===== config.mk =====
export PLATFORM = sky130hd
export DESIGN_NAME = cbmc_top
export DESIGN_NICKNAME = d
export VERILOG_FILES = /design/src/design/cbmc_pkg.sv /design/src/design/cbmc_top.sv
export VERILOG_INCLUDE_DIRS = /design/src /design/src/design
export SDC_FILE = /design/constraint.sdc
export NUM_CORES = 1
export LEC_CHECK = 0
export BUFFER_PORTS_ARGS = -buffer_cell sky130_fd_sc_hd__buf_2
export CAP_MARGIN = 25
export CORE_MARGIN = 2
export CORE_UTILIZATION = 40
export DETAILED_ROUTE_END_ITERATION = 12
export SETUP_SLACK_MARGIN = 0.5
export SLEW_MARGIN = 10
export SYNTH_ARGS = -nofsm -noshare
export SYNTH_HDL_FRONTEND = slang
export SYNTH_SLANG_ARGS = --single-unit
export TNS_END_PERCENT = 20

===== constraint.sdc =====
create_clock -name i_clock -period 6.47 [get_ports i_clock]
set_input_delay 1.294 -clock i_clock [delete_from_list [all_inputs] [get_ports i_clock]]
set_output_delay 1.294 -clock i_clock [all_outputs]
set_load 0.05 [all_outputs]

===== src/design/cbmc_cfg.svh =====
`ifndef CBMC_CFG_SVH
`define CBMC_CFG_SVH
// ==========================================================
// Timing
`define CBMC_CLK_PERIOD_NS 5
`define CBMC_TICK_US 1
`define CBMC_SAFETY_TIME_S 32
`define CBMC_CRUDE_TIME_S 32
`define CBMC_OVERLOAD_TIME_MS 30
`define CBMC_FAULT_PULSE_US 128
// ==========================================================
// Register byte offsets
`define CBMC_CTRL_OFS 8'h00
`define CBMC_STATUS_OFS 8'h04
`define CBMC_FAULT_OFS 8'h08
`define CBMC_PARAM_OFS 8'h0C
// ==========================================================
// Control field positions
`define CBMC_CTRL_CHG_DIS 0
`define CBMC_CTRL_PARAM_RST 1
`define CBMC_CTRL_HIZ_SEL 2
`define CBMC_CTRL_BOOST_SEL 3
`define CBMC_CTRL_KICK 4
`define CBMC_CTRL_STAT_EN 5
// Fault field positions
`define CBMC_FLT_TIMER 0
`define CBMC_FLT_BUS_OV 1
`define CBMC_FLT_OVERLOAD 2
`define CBMC_FLT_BAT_RANGE 3
`define CBMC_FLT_CHARGE 4
`define CBMC_FLT_THERMAL 5
// ==========================================================
// Reset values
`define CBMC_CTRL_RESET 6'h00
`define CBMC_PARAM_RESET 8'h0A
`endif


===== src/design/cbmc_pkg.sv =====
`default_nettype none
package cbmc_pkg;
  // Operating mode, Gray coded along hiz-charge-cfg-boost
  typedef enum logic [2:0] {
    CBMC_HIZ = 3'h0,
    CBMC_CHARGE = 3'h1,
    CBMC_CONFIG = 3'h3,
    CBMC_BOOST = 3'h2
  } cbmc_mode_t;
  // Analog comparator inputs, bit positions in the sync vector
  typedef enum int {
    CBMC_IN_OTG = 0,
    CBMC_IN_UVLO_OK = 1,
    CBMC_IN_BUS_OV = 2,
    CBMC_IN_OVERLOAD = 3,
    CBMC_IN_BAT_MAX = 4,
    CBMC_IN_BAT_MIN = 5,
    CBMC_IN_BAT_WEAK = 6,
    CBMC_IN_CHG_FAULT = 7,
    CBMC_IN_THERMAL = 8,
    CBMC_IN_IND_LOW = 9,
    CBMC_IN_OUT_LOW = 10,
    CBMC_IN_COUNT = 11
  } cbmc_in_t;
endpackage
`default_nettype wire


===== src/design/cbmc_top.sv =====
// Behaviour
// - charge-disable bit 0 charges, 1 stops charging
// - parameter reset restores defaults, then self-clears
// - no boost/hiz: charge, configure or hiz
// - boost select: boost unless fault, then configure
// - hiz bit with OTG inactive forces hiz
// - host mode: OTG or boost select boosts
// - light load skip below 75 mA, resume
// - 32 s safety timer starts with boost
// - kick bit restarts timer, then self-clears
// - timer expiry stops boost, pulses, flags fault
// - timer fault held until reset or clear
// - bus overvoltage stops boost, clears select
// - overload beyond 30 ms declares overload fault
// - overload keeps boost off until cleared
// - battery out of range stops boost
// - boosting leaves status open; faults pulse 128 us
// - crude 32 s timer in hiz, weak battery
// - crude expiry enters host-absent, stops crude timer
// - host-absent: bus below lockout forces hiz
// - thermal shutdown stops switching, freezes safety and crude timers, clears overload count
// - status low while charging with enable set
//
// The register offsets and the APB register port were chosen for this implementation.
`include "cbmc_cfg.svh"
`default_nettype none
module cbmc_top #(
  parameter int P_TICK_CYCLES = (`CBMC_TICK_US * 1000) / `CBMC_CLK_PERIOD_NS,
  parameter int P_SAFETY_TICKS = (`CBMC_SAFETY_TIME_S * 1000000) / `CBMC_TICK_US,
  parameter int P_CRUDE_TICKS = (`CBMC_CRUDE_TIME_S * 1000000) / `CBMC_TICK_US,
  parameter int P_OVERLOAD_TICKS =
    (`CBMC_OVERLOAD_TIME_MS * 1000 + `CBMC_TICK_US - 1) / `CBMC_TICK_US,
  parameter int P_PULSE_TICKS = `CBMC_FAULT_PULSE_US / `CBMC_TICK_US
) (
  // Clock, reset, enable
  input wire logic i_clock,
  input wire logic i_arst_n,
  input wire logic i_clk_en,
  // APB slave
  input wire logic i_psel,
  input wire logic i_penable,
  input wire logic i_pwrite,
  input wire logic [7:0] i_paddr,
  input wire logic [31:0] i_pwdata,
  output logic o_pready,
  output logic o_pslverr,
  output logic [31:0] o_prdata,
  // Comparator and pin inputs, asynchronous
  input wire logic i_otg_active,
  input wire logic i_bus_above_uvlo,
  input wire logic i_bus_overvoltage,
  input wire logic i_boost_overload,
  input wire logic i_bat_above_max,
  input wire logic i_bat_below_min,
  input wire logic i_bat_below_weak,
  input wire logic i_charge_fault,
  input wire logic i_thermal_shutdown,
  input wire logic i_inductor_low,
  input wire logic i_boost_output_low,
  // Converter control
  output cbmc_pkg::cbmc_mode_t o_mode,
  output logic o_charge_en,
  output logic o_boost_en,
  output logic o_switch_en,
  output logic o_host_absent,
  // Status pin, open drain
  output logic o_stat_o,
  output logic o_stat_oe
);
  import cbmc_pkg::*;

  localparam int NIN = CBMC_IN_COUNT;
  localparam int TW = $clog2(P_TICK_CYCLES + 1);
  localparam int SW = $clog2(P_SAFETY_TICKS + 1);
  localparam int CW = $clog2(P_CRUDE_TICKS + 1);
  localparam int OW = $clog2(P_OVERLOAD_TICKS + 2);
  localparam int PW = $clog2(P_PULSE_TICKS + 1);

  generate
    if (P_TICK_CYCLES < 1 || P_SAFETY_TICKS < 1 || P_CRUDE_TICKS < 1 ||
        P_OVERLOAD_TICKS < 1 || P_PULSE_TICKS < 1) begin : g_bad
      $error("cbmc_top: every count parameter must be at least 1");
    end
  endgenerate

  // ==========================================================
  // Input synchronisers
  logic [NIN-1:0] sync1_reg;
  logic [NIN-1:0] sync2_reg;
  wire [NIN-1:0] raw_in = {i_boost_output_low, i_inductor_low, i_thermal_shutdown,
                           i_charge_fault, i_bat_below_weak, i_bat_below_min,
                           i_bat_above_max, i_boost_overload, i_bus_overvoltage,
                           i_bus_above_uvlo, i_otg_active};

  always_ff @(posedge i_clock or negedge i_arst_n) begin
    if (!i_arst_n) begin
      sync1_reg <= '0;
      sync2_reg <= '0;
    end else if (i_clk_en) begin
      sync1_reg <= raw_in;
      sync2_reg <= sync1_reg;
    end
  end

  wire otg = sync2_reg[CBMC_IN_OTG];
  wire uvlo_ok = sync2_reg[CBMC_IN_UVLO_OK];
  wire bus_ov = sync2_reg[CBMC_IN_BUS_OV];
  wire overload = sync2_reg[CBMC_IN_OVERLOAD];
  wire bat_bad = sync2_reg[CBMC_IN_BAT_MAX] | sync2_reg[CBMC_IN_BAT_MIN];
  wire bat_weak = sync2_reg[CBMC_IN_BAT_WEAK];
  wire chg_fault = sync2_reg[CBMC_IN_CHG_FAULT];
  wire thermal = sync2_reg[CBMC_IN_THERMAL];
  wire ind_low = sync2_reg[CBMC_IN_IND_LOW];
  wire out_low = sync2_reg[CBMC_IN_OUT_LOW];

  // ==========================================================
  // Tick prescaler
  logic [TW-1:0] presc_reg;
  wire tick_wrap = (presc_reg == TW'(P_TICK_CYCLES - 1));
  // Safety and crude timers hold their counts while hot; overload count clears once boost exits
  wire tick = tick_wrap & ~thermal;

  always_ff @(posedge i_clock or negedge i_arst_n) begin
    if (!i_arst_n) begin
      presc_reg <= '0;
    end else if (i_clk_en) begin
      presc_reg <= tick_wrap ? '0 : presc_reg + TW'(1);
    end
  end

  // ==========================================================
  // APB decode
  logic pready_reg;
  logic pslverr_reg;
  logic [31:0] prdata_reg;
  logic [5:0] ctrl_reg;
  logic [5:0] ctrl_next;
  logic [5:0] fault_reg;
  logic [5:0] fault_next;
  logic [7:0] param_reg;
  cbmc_mode_t mode_reg;
  cbmc_mode_t mode_next;
  logic host_absent_reg;
  logic sw_on_reg;
  logic charge_en_reg;

  wire setup = i_psel & ~i_penable;
  wire wr_fire = i_psel & i_penable & i_pwrite & pready_reg;
  wire hit_ctrl = (i_paddr == `CBMC_CTRL_OFS);
  wire hit_status = (i_paddr == `CBMC_STATUS_OFS);
  wire hit_fault = (i_paddr == `CBMC_FAULT_OFS);
  wire hit_param = (i_paddr == `CBMC_PARAM_OFS);
  wire hit_any = hit_ctrl | hit_status | hit_fault | hit_param;
  wire wr_ctrl = wr_fire & hit_ctrl;
  wire wr_fault = wr_fire & hit_fault;
  wire wr_param = wr_fire & hit_param;

  wire [31:0] status_word = {25'h0000000, charge_en_reg, otg, sw_on_reg,
                             host_absent_reg, mode_reg};
  wire [31:0] rd_word = hit_ctrl ? {26'h0000000, ctrl_reg} :
                        hit_status ? status_word :
                        hit_fault ? {26'h0000000, fault_reg} :
                        hit_param ? {24'h000000, param_reg} : 32'h0000_0000;

  // Zero-wait: answer registered in setup, ready in first access cycle
  always_ff @(posedge i_clock or negedge i_arst_n) begin
    if (!i_arst_n) begin
      pready_reg <= 1'b0;
      pslverr_reg <= 1'b0;
      prdata_reg <= 32'h0000_0000;
    end else if (i_clk_en) begin
      pready_reg <= setup;
      pslverr_reg <= setup & ~hit_any;
      if (setup) begin
        prdata_reg <= i_pwrite ? 32'h0000_0000 : rd_word;
      end
    end
  end

  // ==========================================================
  // Fault detection
  logic [SW-1:0] safety_reg;
  logic [OW-1:0] ovl_reg;
  logic [CW-1:0] crude_reg;
  logic [PW-1:0] pulse_reg;

  wire in_boost = (mode_reg == CBMC_BOOST);
  wire in_charge = (mode_reg == CBMC_CHARGE) || (mode_reg == CBMC_CONFIG);
  wire safety_done = in_boost & tick & (safety_reg == SW'(P_SAFETY_TICKS - 1));
  wire ovl_done = in_boost & (ovl_reg > OW'(P_OVERLOAD_TICKS));
  wire bus_ov_evt = in_boost & bus_ov;
  wire bat_evt = in_boost & bat_bad;

  logic [5:0] fault_set;
  always_comb begin
    fault_set = '0;
    fault_set[`CBMC_FLT_TIMER] = safety_done;
    fault_set[`CBMC_FLT_BUS_OV] = bus_ov_evt;
    fault_set[`CBMC_FLT_OVERLOAD] = ovl_done;
    fault_set[`CBMC_FLT_BAT_RANGE] = bat_evt;
    fault_set[`CBMC_FLT_CHARGE] = in_charge & chg_fault;
    fault_set[`CBMC_FLT_THERMAL] = thermal;
  end

  // Set wins over a write-one-to-clear in the same cycle
  assign fault_next = (fault_reg & ~(wr_fault ? i_pwdata[5:0] : 6'h00)) | fault_set;
  wire fault_new = |(fault_set & ~fault_reg);
  wire boost_stop_evt = bus_ov_evt | ovl_done | bat_evt;

  // ==========================================================
  // Control register
  always_comb begin
    ctrl_next = ctrl_reg;
    if (wr_ctrl) begin
      ctrl_next = i_pwdata[5:0];
    end else begin
      ctrl_next[`CBMC_CTRL_PARAM_RST] = 1'b0;
      ctrl_next[`CBMC_CTRL_KICK] = 1'b0;
    end
    if (boost_stop_evt) begin
      ctrl_next[`CBMC_CTRL_BOOST_SEL] = 1'b0;
    end
  end

  wire param_rst = ctrl_reg[`CBMC_CTRL_PARAM_RST];
  wire kick = ctrl_reg[`CBMC_CTRL_KICK];
  wire boost_sel = ctrl_reg[`CBMC_CTRL_BOOST_SEL];
  wire hiz_sel = ctrl_reg[`CBMC_CTRL_HIZ_SEL];

  always_ff @(posedge i_clock or negedge i_arst_n) begin
    if (!i_arst_n) begin
      ctrl_reg <= `CBMC_CTRL_RESET;
      fault_reg <= '0;
    end else if (i_clk_en) begin
      ctrl_reg <= ctrl_next;
      fault_reg <= fault_next;
    end
  end

  // Charge parameters; a pending reset beats a same-cycle write
  always_ff @(posedge i_clock or negedge i_arst_n) begin
    if (!i_arst_n) begin
      param_reg <= `CBMC_PARAM_RESET;
    end else if (i_clk_en) begin
      if (param_rst) begin
        param_reg <= `CBMC_PARAM_RESET;
      end else if (wr_param) begin
        param_reg <= i_pwdata[7:0];
      end
    end
  end

  // ==========================================================
  // Mode selection
  wire boost_req = ~host_absent_reg & (otg | boost_sel);
  wire boost_blocked = bus_ov | bat_bad | thermal | fault_reg[`CBMC_FLT_TIMER] |
                       fault_reg[`CBMC_FLT_OVERLOAD];
  wire chg_blocked = chg_fault | thermal;

  always_comb begin
    mode_next = CBMC_HIZ;
    if (hiz_sel & ~otg) begin
      mode_next = CBMC_HIZ;
    end else if (host_absent_reg & ~uvlo_ok) begin
      mode_next = CBMC_HIZ;
    end else if (boost_req) begin
      mode_next = (boost_blocked | boost_stop_evt | safety_done) ?
                  CBMC_CONFIG : CBMC_BOOST;
    end else if (~uvlo_ok) begin
      mode_next = CBMC_HIZ;
    end else begin
      mode_next = chg_blocked ? CBMC_CONFIG : CBMC_CHARGE;
    end
  end

  wire boost_entry = (mode_next == CBMC_BOOST) & ~in_boost;

  always_ff @(posedge i_clock or negedge i_arst_n) begin
    if (!i_arst_n) begin
      mode_reg <= CBMC_HIZ;
    end else if (i_clk_en) begin
      mode_reg <= mode_next;
    end
  end

  // ==========================================================
  // Timers
  always_ff @(posedge i_clock or negedge i_arst_n) begin
    if (!i_arst_n) begin
      safety_reg <= '0;
    end else if (i_clk_en) begin
      if (boost_entry | kick) begin
        safety_reg <= '0;
      end else if (in_boost & tick) begin
        safety_reg <= safety_done ? '0 : safety_reg + SW'(1);
      end
    end
  end

  // Overload persistence; stops counting once past the limit
  always_ff @(posedge i_clock or negedge i_arst_n) begin
    if (!i_arst_n) begin
      ovl_reg <= '0;
    end else if (i_clk_en) begin
      if (~in_boost | ~overload) begin
        ovl_reg <= '0;
      end else if (tick & ~ovl_done) begin
        ovl_reg <= ovl_reg + OW'(1);
      end
    end
  end

  // Host presence; any bus write counts as host control returning
  wire crude_run = (mode_reg == CBMC_HIZ) & bat_weak & ~host_absent_reg;
  wire crude_done = crude_run & tick & (crude_reg == CW'(P_CRUDE_TICKS - 1));

  always_ff @(posedge i_clock or negedge i_arst_n) begin
    if (!i_arst_n) begin
      crude_reg <= '0;
      host_absent_reg <= 1'b0;
    end else if (i_clk_en) begin
      if (crude_done) begin
        host_absent_reg <= 1'b1;
      end else if (wr_fire) begin
        host_absent_reg <= 1'b0;
      end
      if (~crude_run | crude_done) begin
        crude_reg <= '0;
      end else if (tick) begin
        crude_reg <= crude_reg + CW'(1);
      end
    end
  end

  // ==========================================================
  // Light-load pulse skipping
  always_ff @(posedge i_clock or negedge i_arst_n) begin
    if (!i_arst_n) begin
      sw_on_reg <= 1'b0;
    end else if (i_clk_en) begin
      if (mode_next != CBMC_BOOST) begin
        sw_on_reg <= 1'b0;
      end else if (~in_boost) begin
        sw_on_reg <= 1'b1;
      end else if (sw_on_reg & ind_low) begin
        sw_on_reg <= 1'b0;
      end else if (~sw_on_reg & out_low) begin
        sw_on_reg <= 1'b1;
      end
    end
  end

  // ==========================================================
  // Status pin and converter outputs
  wire pulse_busy = (pulse_reg != '0);
  wire charging = (mode_next == CBMC_CHARGE) & ~ctrl_next[`CBMC_CTRL_CHG_DIS];
  // A new fault during a pulse restarts it, stretching the pulse with no gap on the pin
  always_ff @(posedge i_clock or negedge i_arst_n) begin
    if (!i_arst_n) begin
      pulse_reg <= '0;
    end else if (i_clk_en) begin
      if (fault_new) begin
        pulse_reg <= PW'(P_PULSE_TICKS);
      end else if (pulse_busy & tick_wrap) begin
        pulse_reg <= pulse_reg - PW'(1);
      end
    end
  end

  logic stat_oe_reg;
  logic boost_en_reg;
  logic switch_en_reg;
  always_ff @(posedge i_clock or negedge i_arst_n) begin
    if (!i_arst_n) begin
      stat_oe_reg <= 1'b0;
      charge_en_reg <= 1'b0;
      boost_en_reg <= 1'b0;
      switch_en_reg <= 1'b0;
    end else if (i_clk_en) begin
      stat_oe_reg <= fault_new | (pulse_busy & ~(pulse_reg == PW'(1) & tick_wrap)) |
                     (charging & ctrl_next[`CBMC_CTRL_STAT_EN]);
      charge_en_reg <= charging;
      boost_en_reg <= (mode_next == CBMC_BOOST);
      switch_en_reg <= (mode_next == CBMC_BOOST) & ~thermal &
                       ((mode_reg != CBMC_BOOST) | (sw_on_reg ? ~ind_low : out_low));
    end
  end

  assign o_pready = pready_reg;
  assign o_pslverr = pslverr_reg;
  assign o_prdata = prdata_reg;
  assign o_mode = mode_reg;
  assign o_charge_en = charge_en_reg;
  assign o_boost_en = boost_en_reg;
  assign o_switch_en = switch_en_reg;
  assign o_host_absent = host_absent_reg;
  assign o_stat_o = 1'b0;
  assign o_stat_oe = stat_oe_reg;
endmodule
`default_nettype wire

==> metrics.md <==
| Metric | Value |
|---|---|
| Vias per cell | `5.385` |
| Drt wl/cell | `15.55 µm` |
| Synth async-reset ratio | `100.0%` |
| Post-synth EDFFs | `0` |
| RSZ-0062 raised after global routing | `no` |
| Root Buffer Master | `clkbuf_16` |
| Register area share after synthesis | `47.17%` |
| Synth unique cells | `71` |
| CP cell instances | `buf_2 > buf_4 > nand2_1 > or4_1 > xor2_1 > nor2_1` |
| Grt total ovfl | `0` |
| Critical Path RT | `6.78 ns` |
| Total Neg Setup Slack | `0 ns` |
| Placer Congestion | `0.8042` |
| Synth Flop Type | `dfrtp_1` |
| Yosys warns | `0` |
| Initial core utilization | `40.42%` |
| Share of layout cells above drive strength 1 | `16.34%` |
| Most common library cell in the layout ignoring fill and taps | `dfrtp_1` |
| CP Class | `primary input to flip-flop` |
| Count of state elements after synthesis | `141` |
| Setup Viol. Count Final | `0` |
| Hold Buf Count CTS | `0` |
| Core Rows | `50` |
| Post-Route WL | `16490 µm` |
| Layout Skew | `0.01006 ns` |
| Avg Synthesized Cell Area | `9.797 µm²` |
| Slowest cell on the critical path | `or4_1` |
| Post-synth top area cell | `dfrtp_1` |
| Initial DRC Count | `292` |
| Die X | `140.8 µm` |
| # IOs | `100` |
| First-pass GRT wire length | `27740 µm` |
| PortBufs | `49` |
| Worst min-delay path category | `flip-flop to flip-flop` |
| Synthesized netlist cell count | `764` |
| Startpoint Class | `primary input` |
| Hpwl dp | `11210 µm` |
| Final ANT Viol Nets | `0` |
| Setup ws final | `3.443 ns` |
| Leak | `3.661 nW` |
| Max rail drop VDD | `0.0001998 V` |
| Area contributors post-synth | `dfrtp_1 46%, nand2_1 4.5%, mux2_2 3.8%` |
| Register area | `3531 µm²` |
| Place WS | `2.974 ns` |
| Routed vias | `5708` |
| Worst setup EP type | `flip-flop` |
| CTS buffer count | `17` |
| Pin count of the biggest net entering global routing | `101` |
| Final hold vios | `0` |
| Multi-input logic area | `3632 µm²` |
| Final min period | `3.027 ns` |
| Die Y | `140.8 µm` |
| Worst skew pair latency | `0.42 ns` |
| H-tree depth | `4` |
| Synth-to-Final Area Change | `13.84%` |
| Fmax | `0.3303 GHz` |
| Longest Clk Path Bufs | `2` |
| CP bufs+invs | `2` |
| # Post-CTS Setup Buffers | `0` |
| Post_cts resized | `0` |
| Initial antenna violation count | `0` |
| Fill count | `1773` |
| Number of max-cap violations | `0` |
| Max-slew headroom | `35.55%` |
| Crit path max-delay family | `simple AND/OR/NAND/NOR gates` |
| TritonCTS clock tree | `done` |
| Fin crit share | `46.79%` |
| Slew Limit Fails | `0` |
| Core ar. | `18520 µm²` |
| Worst-path clk slew | `0.06 ns` |
| Number of remaining DRC errors | `0` |
| Clock sink count | `141` |
| Vias in the first global route | `5404` |
| Nets@finish | `878` |
| Total track usage | `17.38%` |
| Worst EP arrival | `3.34 ns` |
| Post-synth design cell area | `7485 µm²` |
| Drt pass-1 iters | `5` |
| Die footprint | `19820 µm²` |
| PwrDens | `264.7 nW/µm²` |
| Maximum fanout along the worst path | `62` |
| Slew of the pin with the lowest slew margin | `0.9625 ns` |
| Commonest cells after routing, fill and taps aside | `139 x dfrtp_1, 89 x nand2_1, 68 x nor2_1` |
| ANT cells | `0` |
| Status | `completed` |
| Max incr delay on CP | `0.65 ns` |
| Top-area cell type share of the netlist area | `46.47%` |
path summary, 6_finish.rpt:
path                                                from                    endpoint  slack [ns]  depth (start not counted)
worst max-delay path                            i_clk_en      ovl_reg[8]$_DFFE_PN0P_        3.44                          6
worst min-delay path             o_prdata[7]$_DFFE_PN0P_     o_prdata[7]$_DFFE_PN0P_        0.46                          2
worst max register to register  presc_reg[0]$_DFFE_PN0P_  safety_reg[12]$_DFFE_PN0P_        3.59                          7
worst min register to register   o_prdata[7]$_DFFE_PN0P_     o_prdata[7]$_DFFE_PN0P_        0.46                          2
max in group asynchronous                       i_arst_n     ovl_reg[13]$_DFFE_PN0P_        4.58                          3
min in group asynchronous                       i_arst_n     o_prdata[7]$_DFFE_PN0P_        0.67                          1
final cells by class:
cell class | count | area share [%]
Timing Repair Buffer | 58 | 4.068
Multi-Input combinational cell | 570 | 42.63
Clock inverter | 11 | 1.924
Clock buffer | 21 | 5.404
Tap cell | 234 | 3.436
Inverter | 25 | 1.101
Sequential cell | 141 | 41.44
power breakdown:
group	switching (mW)	internal [mW]
clock	0.369	0.664
sequential	0.0509	0.927
combinational	0.164	0.0805
cell families after synthesis:
kind of cell / synth area share [%]
fa+ha+maj: 1.337
compound gates: 12.59
flops: 47.17
mux: 5.099
simple gates: 22.94
buf+inv: 5.550
xor+xnor: 5.266
other cells: 0.05010
routing by layer:
metal,GRT usage (%),vias up,part of all wire (%)
met5,0,-,0
met4,4.895,0,0.90
met3,4.552,11,3.9
met2,26.14,98,46
met1,24.86,2793,50
li1,-,2806,-
worst min-delay path: stages (launching register included):
cell,delay [ns]
dfrtp_1,0.34
nand2_1,0.05
nand2_1,0.05
through the flow:
| step | power, mW | hold slack (ns) | instances | util [%] | instance area, µm² |
|---|---|---|---|---|---|
| after global placement | 1.230 | 0.4564 | 1025 | 42.37 | 7846 |
| after global routing | 2.357 | 0.5026 | 1060 | 46.01 | 8521 |
| final | 2.256 | 0.4645 | 1060 | 46.01 | 8521 |
| after detailed placement | 1.235 | 0.4561 | 1026 | 42.45 | 7861 |
| after floorplan | 1.164 | 0.4492 | 789 | - | 7579 |
| after CTS | 2.279 | 0.4702 | 1058 | 45.82 | 8486 |
synthesized netlist by cell type, drive strengths merged (7+ instances only):
cell type  number
dfrtp         139
nand2          89
nor2           69
buf            39
nand3          36
o21ai          32
nor3           28
xnor2          27
inv            25
mux2           25
a21oi          19
nor4           18
xor2           18
a31oi          17
nand4          17
a22o           14
clkbuf         14
and3           13
mux2i          10
o31ai           9
ha              8
o2bb2ai         8
a21o            7
a32o            7
(Power assumes the default switching activity.)
